**src/cipher_ctl_regs.svh**
```systemverilog
// constants of the portable-end cipher mode controller
// assumes inclusion by bare name from src/
`ifndef CIPHER_CTL_REGS_SVH
`define CIPHER_CTL_REGS_SVH
`define KEY_W 64
`define IV_W 35
`define IV_FRAME_LSB 0
`define IV_FRAME_W 4
`define IV_MFRAME_LSB 4
`define IV_MFRAME_W 24
`define IV_PAD_W 7
`define SEG_BITS 360
`define PAIR_BITS 720
`define TAIL_BITS 40
`define PAYLOAD_BITS 320
`define REQ_TRIES 3'h5
`define TRY_W 3
`define WORD_W 8
`define MSG_W 3
`define MSG_NONE 3'h0
`define MSG_ON_REQ 3'h1
`define MSG_ON_CONF 3'h2
`define MSG_ON_GRANT 3'h3
`define MSG_OFF_REQ 3'h4
`define MSG_OFF_CONF 3'h5
`define MSG_OFF_GRANT 3'h6
`endif

```
**src/cipher_ctl_pkg.sv**
```systemverilog
// types of the portable-end cipher mode controller
// assumes the constants header is on the include path
`include "cipher_ctl_regs.svh"
package cipher_ctl_pkg;
  typedef enum logic [2:0] {
    ST_CLEAR = 3'h0,
    ST_ON_REQ = 3'h1,
    ST_ON_GRANT = 3'h2,
    ST_CIPHER = 3'h3,
    ST_OFF_REQ = 3'h4,
    ST_OFF_GRANT = 3'h5,
    ST_RELEASED = 3'h6
  } mode_state_t;
  // one word of slot data with its last and discard flags
  typedef struct packed {
    logic [`WORD_W-1:0] data;
    logic last;
    logic discard;
  } slot_word_t;
  // generator load request
  typedef struct packed {
    logic [`KEY_W-1:0] cipher_key;
    logic [`IV_W-1:0] init_value;
  } ksg_load_t;
endpackage

```
**src/portable_cipher_ctl.sv**
```systemverilog
// portable-end cipher mode controller: handshake, generator load, keying
// assumes frame counters synchronous to clock; generator external
`timescale 1ns/1ps
`include "cipher_ctl_regs.svh"
module portable_cipher_ctl (
  input wire logic clock,
  input wire logic nrst,
  input wire logic enable,
  input wire logic [`KEY_W-1:0] cipher_key,
  input wire logic frame_start,
  input wire logic [`IV_FRAME_W-1:0] frame_num,
  input wire logic [`IV_MFRAME_W-1:0] mframe_num,
  input wire logic switch_mode_request,
  output logic switch_mode_confirm,
  output logic disconnect_indication,
  output logic cipher_mode,
  output logic [`MSG_W-1:0] tx_tail_msg,
  input wire logic [`MSG_W-1:0] rx_tail_msg,
  input wire logic rx_tail_valid,
  output cipher_ctl_pkg::ksg_load_t ksg_load,
  output logic ksg_load_valid,
  input wire logic ks_bit,
  input wire logic ks_valid,
  output logic ks_ready,
  input wire logic rx_is_ct,
  input wire logic tx_is_ct,
  input wire cipher_ctl_pkg::slot_word_t rx_in,
  input wire logic rx_in_valid,
  output logic rx_in_ready,
  output cipher_ctl_pkg::slot_word_t rx_out,
  output logic rx_out_valid,
  input wire logic rx_out_ready,
  input wire cipher_ctl_pkg::slot_word_t tx_in,
  input wire logic tx_in_valid,
  output logic tx_in_ready,
  output cipher_ctl_pkg::slot_word_t tx_out,
  output logic tx_out_valid,
  input wire logic tx_out_ready
);
  ////////////////////////////////////////////////////////////////////////
  // mode handshake
  cipher_ctl_pkg::mode_state_t st_q;
  cipher_ctl_pkg::mode_state_t st_d;
  logic [`TRY_W-1:0] tries_q;
  logic rx_cipher_q;
  logic tx_cipher_q;
  logic drop_rx_q;
  logic cfm_q;
  logic dis_q;
  logic [`MSG_W-1:0] msg_q;
  wire even_frame = ~frame_num[0];
  // even-frame slot is the only chance to send our tail message
  wire our_slot = frame_start && even_frame;
  wire got_on_conf = rx_tail_valid && rx_tail_msg == `MSG_ON_CONF;
  wire got_off_conf = rx_tail_valid && rx_tail_msg == `MSG_OFF_CONF;
  wire tries_out = tries_q == `REQ_TRIES;
  always_comb
  begin
    st_d = st_q;
    case (st_q)
      // only the local request starts a switch
      cipher_ctl_pkg::ST_CLEAR:
        if (switch_mode_request) st_d = cipher_ctl_pkg::ST_ON_REQ;
      cipher_ctl_pkg::ST_ON_REQ:
        if (got_on_conf) st_d = cipher_ctl_pkg::ST_ON_GRANT;
        else if (our_slot && tries_out)
          st_d = cipher_ctl_pkg::ST_RELEASED;
      cipher_ctl_pkg::ST_ON_GRANT:
        if (our_slot) st_d = cipher_ctl_pkg::ST_CIPHER;
      cipher_ctl_pkg::ST_CIPHER:
        if (switch_mode_request) st_d = cipher_ctl_pkg::ST_OFF_REQ;
      cipher_ctl_pkg::ST_OFF_REQ:
        if (got_off_conf) st_d = cipher_ctl_pkg::ST_OFF_GRANT;
        else if (our_slot && tries_out)
          st_d = cipher_ctl_pkg::ST_RELEASED;
      cipher_ctl_pkg::ST_OFF_GRANT:
        if (our_slot) st_d = cipher_ctl_pkg::ST_CLEAR;
      cipher_ctl_pkg::ST_RELEASED:
        st_d = cipher_ctl_pkg::ST_RELEASED;
      default:
        st_d = cipher_ctl_pkg::ST_CLEAR;
    endcase
  end
  wire in_req = st_q == cipher_ctl_pkg::ST_ON_REQ ||
    st_q == cipher_ctl_pkg::ST_OFF_REQ;
  wire req_msg_sent = in_req && our_slot && !tries_out;
  always_ff @(posedge clock or negedge nrst)
    if (!nrst)
    begin
      st_q <= cipher_ctl_pkg::ST_CLEAR;
      tries_q <= '0;
      rx_cipher_q <= 1'b0;
      tx_cipher_q <= 1'b0;
      drop_rx_q <= 1'b0;
      cfm_q <= 1'b0;
      dis_q <= 1'b0;
      msg_q <= `MSG_NONE;
    end
    else if (enable)
    begin
      st_q <= st_d;
      cfm_q <= 1'b0;
      dis_q <= 1'b0;
      if (st_d != st_q && !in_req) tries_q <= '0;
      else if (req_msg_sent) tries_q <= tries_q + 3'h1;
      // first request sent opens the drop window
      if (req_msg_sent && tries_q == '0) drop_rx_q <= 1'b1;
      if (got_on_conf && st_q == cipher_ctl_pkg::ST_ON_REQ)
      begin
        rx_cipher_q <= 1'b1;
        drop_rx_q <= 1'b0;
        cfm_q <= 1'b1;
      end
      if (got_off_conf && st_q == cipher_ctl_pkg::ST_OFF_REQ)
      begin
        rx_cipher_q <= 1'b0;
        drop_rx_q <= 1'b0;
        cfm_q <= 1'b1;
      end
      if (st_d == cipher_ctl_pkg::ST_RELEASED &&
          st_q != cipher_ctl_pkg::ST_RELEASED)
        dis_q <= 1'b1;
      if (st_q == cipher_ctl_pkg::ST_ON_GRANT && our_slot)
        tx_cipher_q <= 1'b1;
      if (st_q == cipher_ctl_pkg::ST_OFF_GRANT && our_slot)
        tx_cipher_q <= 1'b0;
      if (frame_start)
      begin
        if (!even_frame) msg_q <= `MSG_NONE;
        else
          case (st_q)
            cipher_ctl_pkg::ST_ON_REQ:
              msg_q <= tries_out ? `MSG_NONE : `MSG_ON_REQ;
            cipher_ctl_pkg::ST_ON_GRANT: msg_q <= `MSG_ON_GRANT;
            cipher_ctl_pkg::ST_OFF_REQ:
              msg_q <= tries_out ? `MSG_NONE : `MSG_OFF_REQ;
            cipher_ctl_pkg::ST_OFF_GRANT: msg_q <= `MSG_OFF_GRANT;
            default: msg_q <= `MSG_NONE;
          endcase
      end
    end
  assign switch_mode_confirm = cfm_q;
  assign disconnect_indication = dis_q;
  // one mode flag for the connection, high while rx_cipher_q or tx_cipher_q is set
  assign cipher_mode = tx_cipher_q | rx_cipher_q;
  // tail messages bypass the cipher path entirely
  assign tx_tail_msg = msg_q;
  ////////////////////////////////////////////////////////////////////////
  // generator load per frame
  cipher_ctl_pkg::ksg_load_t load_q;
  logic load_v_q;
  function automatic logic [`IV_W-1:0] make_iv(
    input logic [`IV_FRAME_W-1:0] f,
    input logic [`IV_MFRAME_W-1:0] m
  );
    make_iv = {{`IV_PAD_W{1'b0}}, m, f};
  endfunction
  wire need_ks = cipher_mode || in_req ||
    st_q == cipher_ctl_pkg::ST_ON_GRANT;
  always_ff @(posedge clock or negedge nrst)
    if (!nrst)
    begin
      load_q <= '0;
      load_v_q <= 1'b0;
    end
    else if (enable)
    begin
      load_v_q <= frame_start && need_ks;
      if (frame_start)
      begin
        load_q.cipher_key <= cipher_key;
        load_q.init_value <= make_iv(frame_num, mframe_num);
      end
    end
  assign ksg_load = load_q;
  assign ksg_load_valid = load_v_q;
  ////////////////////////////////////////////////////////////////////////
  // keystream split into the two segments
  logic in_second;
  logic in_tail;
  logic pair_done;
  wire rxb_ready;
  wire txb_ready;
  segment_splitter u_split (
    .clock(clock),
    .nrst(nrst),
    .enable(enable),
    .restart(load_v_q),
    .ks_valid(ks_valid && ks_ready),
    .in_second(in_second),
    .in_tail(in_tail),
    .pair_done(pair_done)
  );
  // first segment feeds receive, second feeds transmit
  // clear mode has no keystream; gating it there would stall transmit
  wire rx_open = !need_ks || (!in_second && ks_valid);
  wire tx_open = !need_ks || (in_second && ks_valid);
  wire rx_take = rx_open && rx_in_valid && rxb_ready;
  wire tx_take = tx_open && tx_in_valid && txb_ready;
  // the bitwise cipher consumes one key bit per data word lane bit 0
  assign ks_ready = need_ks && !pair_done && (rx_take || tx_take);
  function automatic logic [`WORD_W-1:0] apply_ks(
    input logic [`WORD_W-1:0] d,
    input logic k,
    input logic on,
    input logic tail,
    input logic ct
  );
    // tail bits only when control-channel, payload always
    apply_ks = d ^ {{(`WORD_W-1){1'b0}},
      k & on & (!tail | ct)};
  endfunction
  cipher_ctl_pkg::slot_word_t rx_mix;
  cipher_ctl_pkg::slot_word_t tx_mix;
  always_comb
  begin
    rx_mix = rx_in;
    rx_mix.data = apply_ks(rx_in.data, ks_bit, rx_cipher_q || got_on_conf,
      in_tail, rx_is_ct);
    rx_mix.discard = rx_in.discard | (drop_rx_q && !got_on_conf &&
      !got_off_conf);
    tx_mix = tx_in;
    tx_mix.data = apply_ks(tx_in.data, ks_bit, tx_cipher_q ||
      (st_q == cipher_ctl_pkg::ST_ON_GRANT), in_tail, tx_is_ct);
  end
  ////////////////////////////////////////////////////////////////////////
  // output buffers
  word_skid_buffer #(.W($bits(cipher_ctl_pkg::slot_word_t))) u_rxbuf (
    .clock(clock),
    .nrst(nrst),
    .enable(enable),
    .in_data(rx_mix),
    .in_valid(rx_in_valid && rx_open),
    .in_ready(rxb_ready),
    .out_data(rx_out),
    .out_valid(rx_out_valid),
    .out_ready(rx_out_ready)
  );
  word_skid_buffer #(.W($bits(cipher_ctl_pkg::slot_word_t))) u_txbuf (
    .clock(clock),
    .nrst(nrst),
    .enable(enable),
    .in_data(tx_mix),
    .in_valid(tx_in_valid && tx_open),
    .in_ready(txb_ready),
    .out_data(tx_out),
    .out_valid(tx_out_valid),
    .out_ready(tx_out_ready)
  );
  assign rx_in_ready = rxb_ready && rx_open;
  assign tx_in_ready = txb_ready && tx_open;
  ////////////////////////////////////////////////////////////////////////
  // checks
  AST_START_CLEAR: assert property (
    @(posedge clock) disable iff (!nrst)
    $rose(nrst) |-> !cipher_mode)
    else $error("not clear at start");
  AST_MSG_EVEN: assert property (
    @(posedge clock) disable iff (!nrst)
    tx_tail_msg != `MSG_NONE |-> ~frame_num[0] || !$stable(frame_num))
    else $error("message outside even frame");
  AST_TRIES: assert property (
    @(posedge clock) disable iff (!nrst)
    tries_q <= `REQ_TRIES)
    else $error("too many requests");
  AST_DIS_PULSE: assert property (
    @(posedge clock) disable iff (!nrst)
    disconnect_indication |=> !disconnect_indication)
    else $error("disconnect not a pulse");
  AST_IV_PAD: assert property (
    @(posedge clock) disable iff (!nrst)
    ksg_load_valid |->
      ksg_load.init_value[`IV_W-1:`IV_MFRAME_LSB+`IV_MFRAME_W] == '0)
    else $error("init value pad nonzero");
  // a load must come from the frame that has just started
  AST_IV_FRAME: assert property (
    @(posedge clock) disable iff (!nrst)
    (ksg_load_valid && $past(enable)) |-> $past(frame_start) &&
      ksg_load.init_value[`IV_FRAME_LSB+`IV_FRAME_W-1:`IV_FRAME_LSB] ==
      $past(frame_num))
    else $error("load not from this frame");
  AST_GRANT_TX: assert property (
    @(posedge clock) disable iff (!nrst)
    (enable && st_q == cipher_ctl_pkg::ST_ON_GRANT && our_slot)
    |=> tx_cipher_q)
    else $error("tx not ciphered at grant");
  AST_STOP_TX: assert property (
    @(posedge clock) disable iff (!nrst)
    (enable && st_q == cipher_ctl_pkg::ST_OFF_GRANT && our_slot)
    |=> !tx_cipher_q)
    else $error("tx ciphered after stop");
  AST_CONF_RX: assert property (
    @(posedge clock) disable iff (!nrst)
    (enable && got_on_conf && st_q == cipher_ctl_pkg::ST_ON_REQ)
    |=> rx_cipher_q && switch_mode_confirm)
    else $error("confirm not taken");
  // received words may only use the first segment of the pair
  AST_RX_FIRST: assert property (
    @(posedge clock) disable iff (!nrst)
    (need_ks && rx_in_valid && rx_in_ready) |-> !in_second && ks_ready)
    else $error("receive word outside first segment");
  COV_ON: cover property (@(posedge clock) $rose(tx_cipher_q));
  COV_OFF: cover property (@(posedge clock) $fell(tx_cipher_q));
  COV_DIS: cover property (@(posedge clock) disconnect_indication);
  COV_CONF: cover property (@(posedge clock) switch_mode_confirm);
endmodule // portable_cipher_ctl

```
**src/word_skid_buffer.sv**
```systemverilog
// two-entry valid/ready buffer for slot words
// assumes one clock, active low async reset
`timescale 1ns/1ps
module word_skid_buffer #(
  parameter int W = 10
) (
  input wire logic clock,
  input wire logic nrst,
  input wire logic enable,
  input wire logic [W-1:0] in_data,
  input wire logic in_valid,
  output logic in_ready,
  output logic [W-1:0] out_data,
  output logic out_valid,
  input wire logic out_ready
);
  // elaboration guard: a zero-width word has nothing to carry
  if (W < 1)
  begin : g_bad_width
    $error("buffer word width must be at least one");
  end
  logic [W-1:0] mem_q [2];
  logic wr_q;
  logic rd_q;
  logic [1:0] cnt_q;
  wire push = enable && in_valid && in_ready;
  wire pop = enable && out_valid && out_ready;
  assign in_ready = (cnt_q != 2'h2);
  assign out_valid = (cnt_q != 2'h0);
  assign out_data = mem_q[rd_q];
  always_ff @(posedge clock or negedge nrst)
    if (!nrst)
    begin
      wr_q <= 1'b0;
      rd_q <= 1'b0;
      cnt_q <= 2'h0;
    end
    else
    begin
      if (push) wr_q <= ~wr_q;
      if (pop) rd_q <= ~rd_q;
      cnt_q <= cnt_q + {1'b0, push} - {1'b0, pop};
    end
  always_ff @(posedge clock)
    if (push) mem_q[wr_q] <= in_data;
  AST_NO_OVERFLOW: assert property (@(posedge clock) disable iff (!nrst)
    cnt_q != 2'h3) else $error("buffer count out of range");
endmodule // word_skid_buffer

```
**src/segment_splitter.sv**
```systemverilog
// counts keystream bits of a frame pair into tail, payload and segment
// assumes the generator streams one bit per accepted cycle
`timescale 1ns/1ps
module segment_splitter (
  input wire logic clock,
  input wire logic nrst,
  input wire logic enable,
  input wire logic restart,
  input wire logic ks_valid,
  output logic in_second,
  output logic in_tail,
  output logic pair_done
);
  logic [9:0] pos_q;
  assign in_second = pos_q >= 10'(`SEG_BITS);
  assign in_tail = (in_second ? pos_q - 10'(`SEG_BITS) : pos_q)
    < 10'(`TAIL_BITS);
  assign pair_done = pos_q == 10'(`PAIR_BITS);
  always_ff @(posedge clock or negedge nrst)
    if (!nrst) pos_q <= 10'h000;
    else if (enable)
    begin
      if (restart) pos_q <= 10'h000;
      else if (ks_valid && !pair_done) pos_q <= pos_q + 10'h001;
    end
endmodule // segment_splitter

```
**config.mk**
```make
export PLATFORM = sky130hd
export DESIGN_NAME = portable_cipher_ctl
export DESIGN_NICKNAME = d
export VERILOG_FILES = /design/src/cipher_ctl_pkg.sv /design/src/portable_cipher_ctl.sv /design/src/word_skid_buffer.sv /design/src/segment_splitter.sv
export VERILOG_INCLUDE_DIRS = /design/src /design/src/src
export SDC_FILE = /design/constraint.sdc
export NUM_CORES = 1
export LEC_CHECK = 0
export BUFFER_PORTS_ARGS = -buffer_cell sky130_fd_sc_hd__buf_2
export CORE_UTILIZATION = 38
export CTS_CLUSTER_SIZE = 14
export DETAILED_ROUTE_END_ITERATION = 7
export REMOVE_ABC_BUFFERS = 1
export SLEW_MARGIN = 20
export SYNTH_ARGS = -nofsm -noshare
export SYNTH_HDL_FRONTEND = slang
export SYNTH_SLANG_ARGS = --single-unit
```
**constraint.sdc**
```tcl
create_clock -name clock -period 3.9 [get_ports clock]
set_clock_uncertainty 0.15 [all_clocks]
set_input_delay 0.195 -clock clock [delete_from_list [all_inputs] [get_ports clock]]
set_output_delay 0.195 -clock clock [all_outputs]
set_load 0.05 [all_outputs]
```
* Word level (Yosys, flattened, before mapping)
Memories as Yosys holds them, arrays and structs flattened.
Index checks and enable logic that the tools add are counted.
** Word-level totals
- Memories :: 2
- Input port bits :: 129
- Register bits after elaboration :: 125
- Output and inout bits :: 131
- RAM bits :: 40
- Word-level logic and storage cells :: 157
** Cells by class
- Reductions and logical operators :: 67
- $add $sub $neg :: 7
- Multiplexer cells :: 31
- Equal/unequal tests :: 15
- $lt $le $gt $ge :: 2
- Bitwise logic cells :: 15
** Memories
- u_rxbuf.mem_q :: depth 2, bits a word 10, rd ports 1, clocked after memory_dff 0, write ports 1, line word_skid_buffer.sv:22 : logic [W-1:0] mem_q [2];
- u_txbuf.mem_q :: depth 2, bits a word 10, rd ports 1, clocked after memory_dff 0, write ports 1, line word_skid_buffer.sv:22
** Operators with widths (count)
- logical AND 1 bit :: 36
- two-way mux 3 bit :: 11
- two-way mux 10 bit :: 3
- case mux 3 bit (7 select lines) :: 1
- == test 3 bit, second input constant :: 6
- bitwise XOR 8 x 1 -> 8 bit :: 2
- two-way mux 1 bit :: 15
- case mux 3 bit (4 select lines) :: 1
- AND reduction 2 bit :: 6
- nonzero test 2 bit :: 6
- adder 10 x 1 -> 10 bit, second input constant :: 1
- == test 10 bit, second input constant :: 1
- >= comparator 10 x 9 -> 1 bit, second input constant :: 1
- less-than comparator 10 x 6 -> 1 bit, second input constant :: 1
- subtractor 10 x 9 -> 10 bit, second input constant :: 1
- == test 3 x 2 -> 1 bit, second input constant :: 3
- zero test 1 bit :: 8
- logical OR 1 bit :: 8
- zero test 3 bit :: 2
- inverter 1 bit :: 5
- adder 2 x 1 -> 2 bit :: 2
- AND 1 bit :: 4
- != test 2 bit, second input constant :: 2
- OR 1 bit :: 4
- other kinds (6) :: 7

* Logic depth before layout (Yosys ltp)
Gate-level depths: netlist of run 1.
- Word-level depth :: 14
- Gate-level depth with buffers :: 9
- Mapped depth without buffers :: 7

* Cells and area by module
A second synthesis of run 1 with hierarchy kept.
** Unflattened totals
- Cell total of the unflattened synthesis :: 521
- Area, all modules :: 7188.1 sq um
** Modules (own cells, without submodules)
- portable_cipher_ctl :: cells each 337, instances 1, sequential area each 2677.6 sq um, area each 4610.7 sq um
- word_skid_buffer :: cells each 49, instances 2, sequential area each 700.7 sq um, area each 922.1 sq um
- segment_splitter :: cells each 86, instances 1, sequential area each 250.2 sq um, area each 733.2 sq um

* Worst setup path before layout of run 1
OpenSTA, ideal clock, no wires.
- Kind :: reg-to-reg
- Start :: register u_split.pos_q[3]
- End :: register u_split.pos_q[6]
- Cell stages (with the launch flop) :: 7
- Clock period less this slack :: 2673 ps
- Required time :: 3609 ps
- Path buffers :: 1
- Arrival :: 2383 ps
- Setup slack :: 1227 ps
- Path through :: dfrtp_1 buf_4 o2111ai_2 a221o_1 a211oi_2 a211o_2 o311ai_2
** On the way
- Word-level cells in the longest chain between the ends :: 12
- Elaborated cells between the ends (all ways) :: 22
** Ends and longest elaborated chain
- start: declaration :: line segment_splitter.sv:14 : logic [9:0] pos_q;
- start signal: assignment :: line segment_splitter.sv:24 : else if (ks_valid && !pair_done) pos_q <= pos_q + 10'h001;
- >= comparator 10 x 9 -> 1 bit :: line segment_splitter.sv:15 : assign in_second = pos_q >= 10'(`SEG_BITS);
- zero test 1 bit :: line portable_cipher_ctl.sv:196 : wire rx_open = !need_ks || (!in_second && ks_valid);
- logical AND 1 bit :: line portable_cipher_ctl.sv:196
- logical OR 1 bit :: line portable_cipher_ctl.sv:196
- logical AND 1 bit (2 in series) :: line portable_cipher_ctl.sv:198 : wire rx_take = rx_open && rx_in_valid && rxb_ready;
- logical OR 1 bit :: line portable_cipher_ctl.sv:201 : assign ks_ready = need_ks && !pair_done && (rx_take || tx_take);
- logical AND 1 bit (*) :: line portable_cipher_ctl.sv:201
- net ks_ready :: line portable_cipher_ctl.sv:24 : output logic ks_ready,
- logical AND 1 bit (*) :: line portable_cipher_ctl.sv:189 : .ks_valid(ks_valid && ks_ready),
- logical AND 1 bit (*) :: line segment_splitter.sv:24
- nonzero test 2 bit (no source line) (*)
- AND reduction 2 bit (no source line) (*)
Mark *: on every way through the listed nets, which the timed path passes. The rest lies on a longest branch. The select of a mux whose other input is x is not followed.
A chain may end at the register's enable or synchronous reset.

* Worst setup path in the final report of run 1
- Start :: register st_q[0]
- End :: memory u_txbuf.mem_q[0][7], enable pin
** On the way
- Word-level cells in the longest chain between the ends :: 11
- Elaborated cells between the ends (all ways) :: 13
** Ends and longest elaborated chain
- start: declaration :: line portable_cipher_ctl.sv:42 : cipher_ctl_pkg::mode_state_t st_q;
- start signal: assignment :: line portable_cipher_ctl.sv:90 : st_q <= cipher_ctl_pkg::ST_CLEAR;
- start signal: assignment :: line portable_cipher_ctl.sv:101 : st_q <= st_d;
- == test 3 x 1 -> 1 bit / == test 3 bit (equally long branches) :: line portable_cipher_ctl.sv:84, portable_cipher_ctl.sv:85
- logical OR 1 bit :: line portable_cipher_ctl.sv:84 : wire in_req = st_q == cipher_ctl_pkg::ST_ON_REQ ||
- logical OR 1 bit :: line portable_cipher_ctl.sv:158 : wire need_ks = cipher_mode || in_req ||
- logical OR 1 bit (*) :: line portable_cipher_ctl.sv:158
- zero test 1 bit (*) :: line portable_cipher_ctl.sv:197 : wire tx_open = !need_ks || (in_second && ks_valid);
- logical OR 1 bit (*) :: line portable_cipher_ctl.sv:197
- logical AND 1 bit (*) :: line portable_cipher_ctl.sv:244 : .in_valid(tx_in_valid && tx_open),
- logical AND 1 bit (*) (2 in series) :: line word_skid_buffer.sv:26 : wire push = enable && in_valid && in_ready;
- net u_txbuf.push :: line word_skid_buffer.sv:26
- two-way mux 1 bit (*) :: line word_skid_buffer.sv:45 : if (push) mem_q[wr_q] <= in_data;
- two-way mux 1 bit (not written as such) (*) :: line word_skid_buffer.sv:45
- end: declaration :: line word_skid_buffer.sv:22
Mark *: on every way through the listed nets, which the timed path passes. The rest lies on a longest branch.

==> results.sh, run 1 <==
export IMPL_grt_pass1_vias=6153
export IMPL_powerDensity_mw_per_mm2=592
export IMPL_clkSinkCount=165
export IMPL_htree_levels=4
export IMPL_setup_slack_ns=0.730
export IMPL_synth_xor_area_share_pct=1.33
export IMPL_fmax_mhz=315
export IMPL_yosysWarnings=0
export IMPL_die_w_um=140
export IMPL_cts_buffers=17
export IMPL_report_final_slew_viol_count=0
export IMPL_synth_seq_area_share_pct=59.7
export IMPL_ys_top_cells_by_area="dfrtp_1, mux2_2, edfxtp_1"
export IMPL_ys_types=66
export IMPL_drc=0
export IMPL_cts_tree="built"
export IMPL_cts_root_buffer="clkbuf_16"
export IMPL_worstSetupStartpointType="flip-flop"
export IMPL_post_route_min_period_ns=3.17
export IMPL_postRouteAntennaNets=0
export IMPL_synth_top_area_share_pct=43.1
export IMPL_synth_seq_cells=165
export IMPL_path_max_fanout=21
export IMPL_synthAdderAreaFrac_pct=1.90
export IMPL_worstPathArrival_ns=3.06
export IMPL_grt_pass1_wl_um=31000
export IMPL_clk_path_buf_depth=2
export IMPL_drtIter0Drc=190
export IMPL_yosysTopAreaCell="dfrtp_1"
export IMPL_via_per_inst=5.00
export IMPL_placed_cell_area_mm2=0.00870
export IMPL_io_pins=260
export IMPL_rsz0062_at_grt="no"
export IMPL_via_count=5721
export IMPL_timing_hold_ws_ns=0.0535
export IMPL_track_usage_pct=20.4
export IMPL_synth_edff_count=40
export IMPL_final_core_util_pct=55.9
export IMPL_finish_instance_area_mm2=0.0105
export IMPL_core_mm2=0.0187
export IMPL_multiInputGateArea_mm2=0.00269
export IMPL_synth_top_family_by_area="multiplexers"
export IMPL_tightestPinTransition_ns=0.994
export IMPL_total_power_mw=6.20
export IMPL_synthMuxAreaShare_pct=17.8
export IMPL_cts_setup_buffers=0
export IMPL_nets=1037
export IMPL_setup_viol=0
export IMPL_clk_pin_slew_worst_paths_ns=0.07
export IMPL_place_congestion=0.844
export IMPL_n_fill_cell=1497
export IMPL_antenna_cells=0
export IMPL_drt_wl_total_um=19500
export IMPL_ir_drop_uv=390
export IMPL_dp_slack_ns=0.695
export IMPL_place_hpwl_um=13200
export IMPL_synthSimpleGateAreaFrac_pct=7.78
export IMPL_dieArea_mm2=0.0197
export IMPL_syn_instance_count=537
export IMPL_start_util_pct=38.8
export IMPL_area_delta_synth_final_pct=44.2
export IMPL_outcome="finished clean"
export IMPL_critPathRequiredTime_ns=3.79
export IMPL_dieHeight_um=140
export IMPL_grt_max_degree=87
export IMPL_max_cap_violations=0
export IMPL_placed_cells_incl_taps=997
export IMPL_drive_gt1_share_pct=46.2
export IMPL_firstDrtPassIters=4
export IMPL_synthesis_area_mm2=0.00726
export IMPL_synth_compound_area_share_pct=7.84
export IMPL_rows=50
export IMPL_critPathKind="flip-flop to flip-flop"
export IMPL_overflow=0
export IMPL_async_flop_share_pct=75.8
export IMPL_synth_flop_cell="dfrtp_1"
export IMPL_slew_headroom_pct=32.9
export IMPL_hold_class="input port to flip-flop"
export IMPL_ff_latch_area_mm2=0.00433
export IMPL_clock_insertion_delay_worst_skew_ns=0.42
export IMPL_final_cells=1144
export IMPL_final_period_utilization_pct=81.3
export IMPL_hold_viol_final=0
export IMPL_wl_per_cell_um=17.1
export IMPL_setup_tns_ns=0
export IMPL_antenna_found_initial=0
export IMPL_leakagePower_nw=4.73
export IMPL_synth_avg_cell_area_um2=13.5
export IMPL_port_buffers=252
export IMPL_critPathCaptureType="flip-flop"
## layout by cell type (no fill, tap or decap), drive strengths merged, types with 5 or more instances in the layout
cell type	n
mux2	112
conb	7
nand3	9
edfxtp	40
buf	257
nor2	17
dlygate4sd3	115
and2	5
inv	26
o31ai	6
nand2	24
dfrtp	125
xnor2	7
clkbuf	19
a21oi	11
a211o	5
o21ai	13
nor2b	7
and3	5
nand2b	6
ha	11
## sequential cells by signal, summed over array words and instances, names as in the netlist, 2 cells and up
name           cells
u_txbuf.cnt_q      2
u_txbuf.mem_q     20
ksg_load          92
u_split.pos_q     10
tries_q            3
u_rxbuf.mem_q     20
tx_tail_msg        3
u_rxbuf.cnt_q      2
st_q               3
## power breakdown
part / leakage, nW / switching [mW] / total [mW] / internal, mW
Clock: 0.297 / 0.726 / 1.73 / 1.00
Combinational: 2.58 / 1.41 / 2.12 / 0.714
Sequential: 1.85 / 0.299 / 2.35 / 2.05
## cells by family after synthesis
kind of cell,count (synthesis)
muxes,115
DFF,165
xor gates and xnor gates,11
and+or+nand+nor,103
AOI/OAI and AO/OA,74
other,1
adders and majority gates,11
buffers and inverters,57
## cells in the mapped netlist (3+ instances only)
cell type  instances
and3_1             4
nor2b_1            7
nand4b_1           3
xor2_1             4
nor4_1             3
xnor2_1            7
buf_2              4
a31o_2             4
o21a_1             4
nor2_1            17
and2_1             5
nand4_1            4
or2_2              4
o31ai_1            6
nor4b_1            4
clkbuf_1          16
nand2b_1           6
edfxtp_1          40
a22oi_1            3
inv_1             19
dfrtp_1          125
mux2i_1            3
buf_1              5
a21oi_1           11
nand2_1           23
ha_1              11
buf_4             10
nor3_1             4
a211o_2            3
o21ai_0           12
mux2_2           112
o211ai_1           3
nand3_1            9
## routing by layer
layer	GRT usage, %	routed length (um)	up-vias
li1	-	-	2658
met1	22.2	7680	2819
met2	36.6	10200	209
met3	6.56	1240	35
met4	8.27	440	0
met5	0	0	-
## layout make-up
cell class / count / area share (%)
Tap cell: 234 / 2.80
Sequential cell: 165 / 41.4
Inverter: 20 / 0.717
Clock buffer: 19 / 4.34
Multi-Input combinational cell: 321 / 25.7
Timing Repair Buffer: 372 / 23.6
Clock inverter: 13 / 1.48
## path summary, 6_finish.rpt
kind | start | end | slack, ns | cells after the start
worst max-delay path | st_q[0] | u_txbuf.mem_q[0][7] | 0.73 | 5
worst min-delay path | frame_num[0] | ksg_load[0] | 0.05 | 3
worst max register to register | st_q[0] | u_txbuf.mem_q[0][7] | 0.73 | 5
worst min register to register | tx_tail_msg[1] | tx_tail_msg[1] | 0.33 | 2
max in group asynchronous | nrst | u_split.pos_q[9] | 2.60 | 3
min in group asynchronous | nrst | u_split.pos_q[0] | 0.15 | 2
## critical path: stages, from the launching register on
cell and delay, ns:
dfrtp_1 0.59, xnor2_1 0.39, o221a_2 0.37, a21oi_1 0.10, a2111oi_2 0.43, nor2b_1 0.76
## timing repair
item,4_1_cts,5_1_grt
hold buffers,115,0
gates resized for setup,0,0
hold endpoints to repair,173,0
(Power assumes the default switching activity.)
==> run 2: changes to the inputs <==
--- a/config.mk
+++ b/config.mk
@@ -10,6 +10,7 @@
 export CORE_UTILIZATION = 38
 export CTS_CLUSTER_SIZE = 14
 export DETAILED_ROUTE_END_ITERATION = 7
+export PLACE_DENSITY = 0.66
 export REMOVE_ABC_BUFFERS = 1
 export SLEW_MARGIN = 20
 export SYNTH_ARGS = -nofsm -noshare
==> constraint.sdc (replaced) <==
create_clock -name clock -period 2.54 [get_ports clock]
set_clock_uncertainty 0.15 [all_clocks]
set_input_delay 0.127 -clock clock [delete_from_list [all_inputs] [get_ports clock]]
set_output_delay 0.127 -clock clock [all_outputs]
set_load 0.05 [all_outputs]
==> results.sh, run 2 (synthesis gave the netlist of run 1 again) <==
export IMPL_outcome="finished clean"
export IMPL_mostFrequentLayoutCell="buf_2"
export IMPL_clk_path_buf_depth=2
export IMPL_slowest_delay_ns=0.47
export IMPL_clock_insertion_delay_worst_skew_ns=0.42
export IMPL_drc=0
export IMPL_grt_pass1_wl_um=30700
export IMPL_r2r_slack_ns=0.21
export IMPL_critPathBufInv=2
export IMPL_worstSetupStartpointType="flip-flop"
export IMPL_max_cap_violations=0
export IMPL_dp_slack_ns=0.200
export IMPL_rsz0062_at_grt="no"
export IMPL_core_mm2=0.0187
export IMPL_via_per_inst=4.93
export IMPL_htree_levels=4
export IMPL_setup_viol=0
export IMPL_leakagePower_nw=4.85
export IMPL_cts_buffers=17
export IMPL_post_route_min_period_ns=2.45
export IMPL_cp_startpoint="u_split.pos_q[5]"
export IMPL_place_congestion=0.836
export IMPL_final_period_utilization_pct=96.3
export IMPL_postRouteAntennaNets=0
export IMPL_antenna_found_initial=0
export IMPL_port_buffers=252
export IMPL_drtIter0Drc=176
export IMPL_r2r_start="st_q[0]"
export IMPL_ir_drop_uv=447
export IMPL_r2r_end="u_txbuf.mem_q[1][5]"
export IMPL_wl_per_cell_um=16.5
export IMPL_cts_tree="built"
export IMPL_hold_class="input port to flip-flop"
export IMPL_grt_pass1_vias=6140
export IMPL_grt_max_degree=52
export IMPL_critPathCaptureType="primary output"
export IMPL_n_fill_cell=1484
export IMPL_cp_depth=5
export IMPL_firstDrtPassIters=4
export IMPL_slew_headroom_pct=51.4
export IMPL_antenna_cells=0
export IMPL_dieArea_mm2=0.0197
export IMPL_cp_endpoint="ks_ready"
export IMPL_rows=50
export IMPL_reg2regPathDepth=5
export IMPL_via_count=5769
export IMPL_powerDensity_mw_per_mm2=898
export IMPL_crit_chain="o2111ai_2 > a221o_1 > a211oi_2 > buf_4 > clkbuf_4"
export IMPL_cpLargestDelayFamily="compound AO/OA/AOI/OAI gates"
export IMPL_start_util_pct=38.8
export IMPL_cts_setup_buffers=0
export IMPL_overflow=0
export IMPL_track_usage_pct=20.2
export IMPL_report_final_slew_viol_count=0
export IMPL_critPathKind="flip-flop to primary output"
export IMPL_worstPathArrival_ns=2.17
export IMPL_path_max_fanout=12
export IMPL_dieHeight_um=140
export IMPL_fmax_mhz=409
export IMPL_area_delta_synth_final_pct=47.1
export IMPL_clkSinkCount=165
export IMPL_drive_gt1_share_pct=47.9
export IMPL_drt_wl_total_um=19300
export IMPL_nets=1063
export IMPL_die_w_um=140
export IMPL_cp_slowest_cell="dfrtp_2"
export IMPL_mostFrequentLayoutCells="buf_2, dfrtp_1, dlygate4sd3_1"
export IMPL_tightestPinTransition_ns=0.729
export IMPL_hold_viol_final=0
export IMPL_io_pins=260
export IMPL_critPathRequiredTime_ns=2.26
export IMPL_largest_reg_flops=92
export IMPL_timing_hold_ws_ns=0.0254
export IMPL_clk_pin_slew_worst_paths_ns=0.07
export IMPL_cts_root_buffer="clkbuf_16"
export IMPL_place_hpwl_um=12900
export IMPL_setup_slack_ns=0.0936
[run 2: cell types whose count changed in the layout (fill, tap and decap cells not counted), sizes merged]
cell and change:
buf +21, clkinv +2, clkinvlp -1, dlygate4sd3 +4
[run 2: metrics by stage]
stage	TNS, ns	cells	power (mW)	utilization, %	area [um2]
final	0	1170	9.58	57.1	10700
after global routing	0	1170	10.0	57.1	10700
after CTS	0	1170	9.64	57.0	10700
after detailed placement	0	1019	6.82	47.4	8870
after global placement	0	1019	6.77	47.4	8870
after floorplan	-28.22	506	5.89	-	7090
[run 2: worst register-to-register path, stage by stage, from the launching register on]
cell	delay [ns]
dfrtp_1	0.43
xnor2_1	0.29
o221a_2	0.30
a21oi_1	0.08
a2111oi_2	0.24
and2_1	0.48
[run 2: timing repair]
action,in CTS,in global routing
gates cloned,0,0
pin swaps,0,0
resized for setup,2,4
hold buffers,119,0
endpoints found under the hold margin,182,0
setup endpoints to repair,1,1
[run 2: how the worst min path moves through the flow]
stage / startpoint / endpoint / slack, ns / cells after the start
4_1_cts: enable / switch_mode_confirm / 0.007 / 3
2_1_floorplan: nrst / disconnect_indication / -0.32 / 0
5_1_grt: enable / switch_mode_confirm / 0.02 / 3
3_3_place_gp: nrst / ksg_load[44] / 0.09 / 1
3_5_place_dp: nrst / ksg_load[44] / 0.09 / 1
6_report: enable / switch_mode_confirm / 0.03 / 3
[run 2: routing by layer]
| metal | GRT usage [%] | wire length, um | vias to the layer above |
|---|---|---|---|
| met2 | 34.7 | 9700 | 191 |
| li1 | - | - | 2718 |
| met4 | 8.62 | 471 | 0 |
| met1 | 24.0 | 7990 | 2825 |
| met3 | 5.23 | 1100 | 35 |
| met5 | 0 | 0 | - |
[run 2: layout make-up]
| type | instances | area, um2 | share of cell area, % |
|---|---|---|---|
| Clock buffer | 18 | 439 | 4.11 |
| Clock inverter | 14 | 163 | 1.52 |
| Inverter | 20 | 75.1 | 0.703 |
| Multi-Input combinational cell | 321 | 2700 | 25.3 |
| Sequential cell | 165 | 4330 | 40.6 |
| Tap cell | 234 | 293 | 2.74 |
| Timing Repair Buffer | 398 | 2670 | 25.0 |
[run 2: where the power goes]
part           internal (mW)  leakage (nW)  switching [mW]
Clock                   1.51         0.301            1.14
Sequential              3.15          1.84           0.353
Combinational           1.17          2.71            2.27
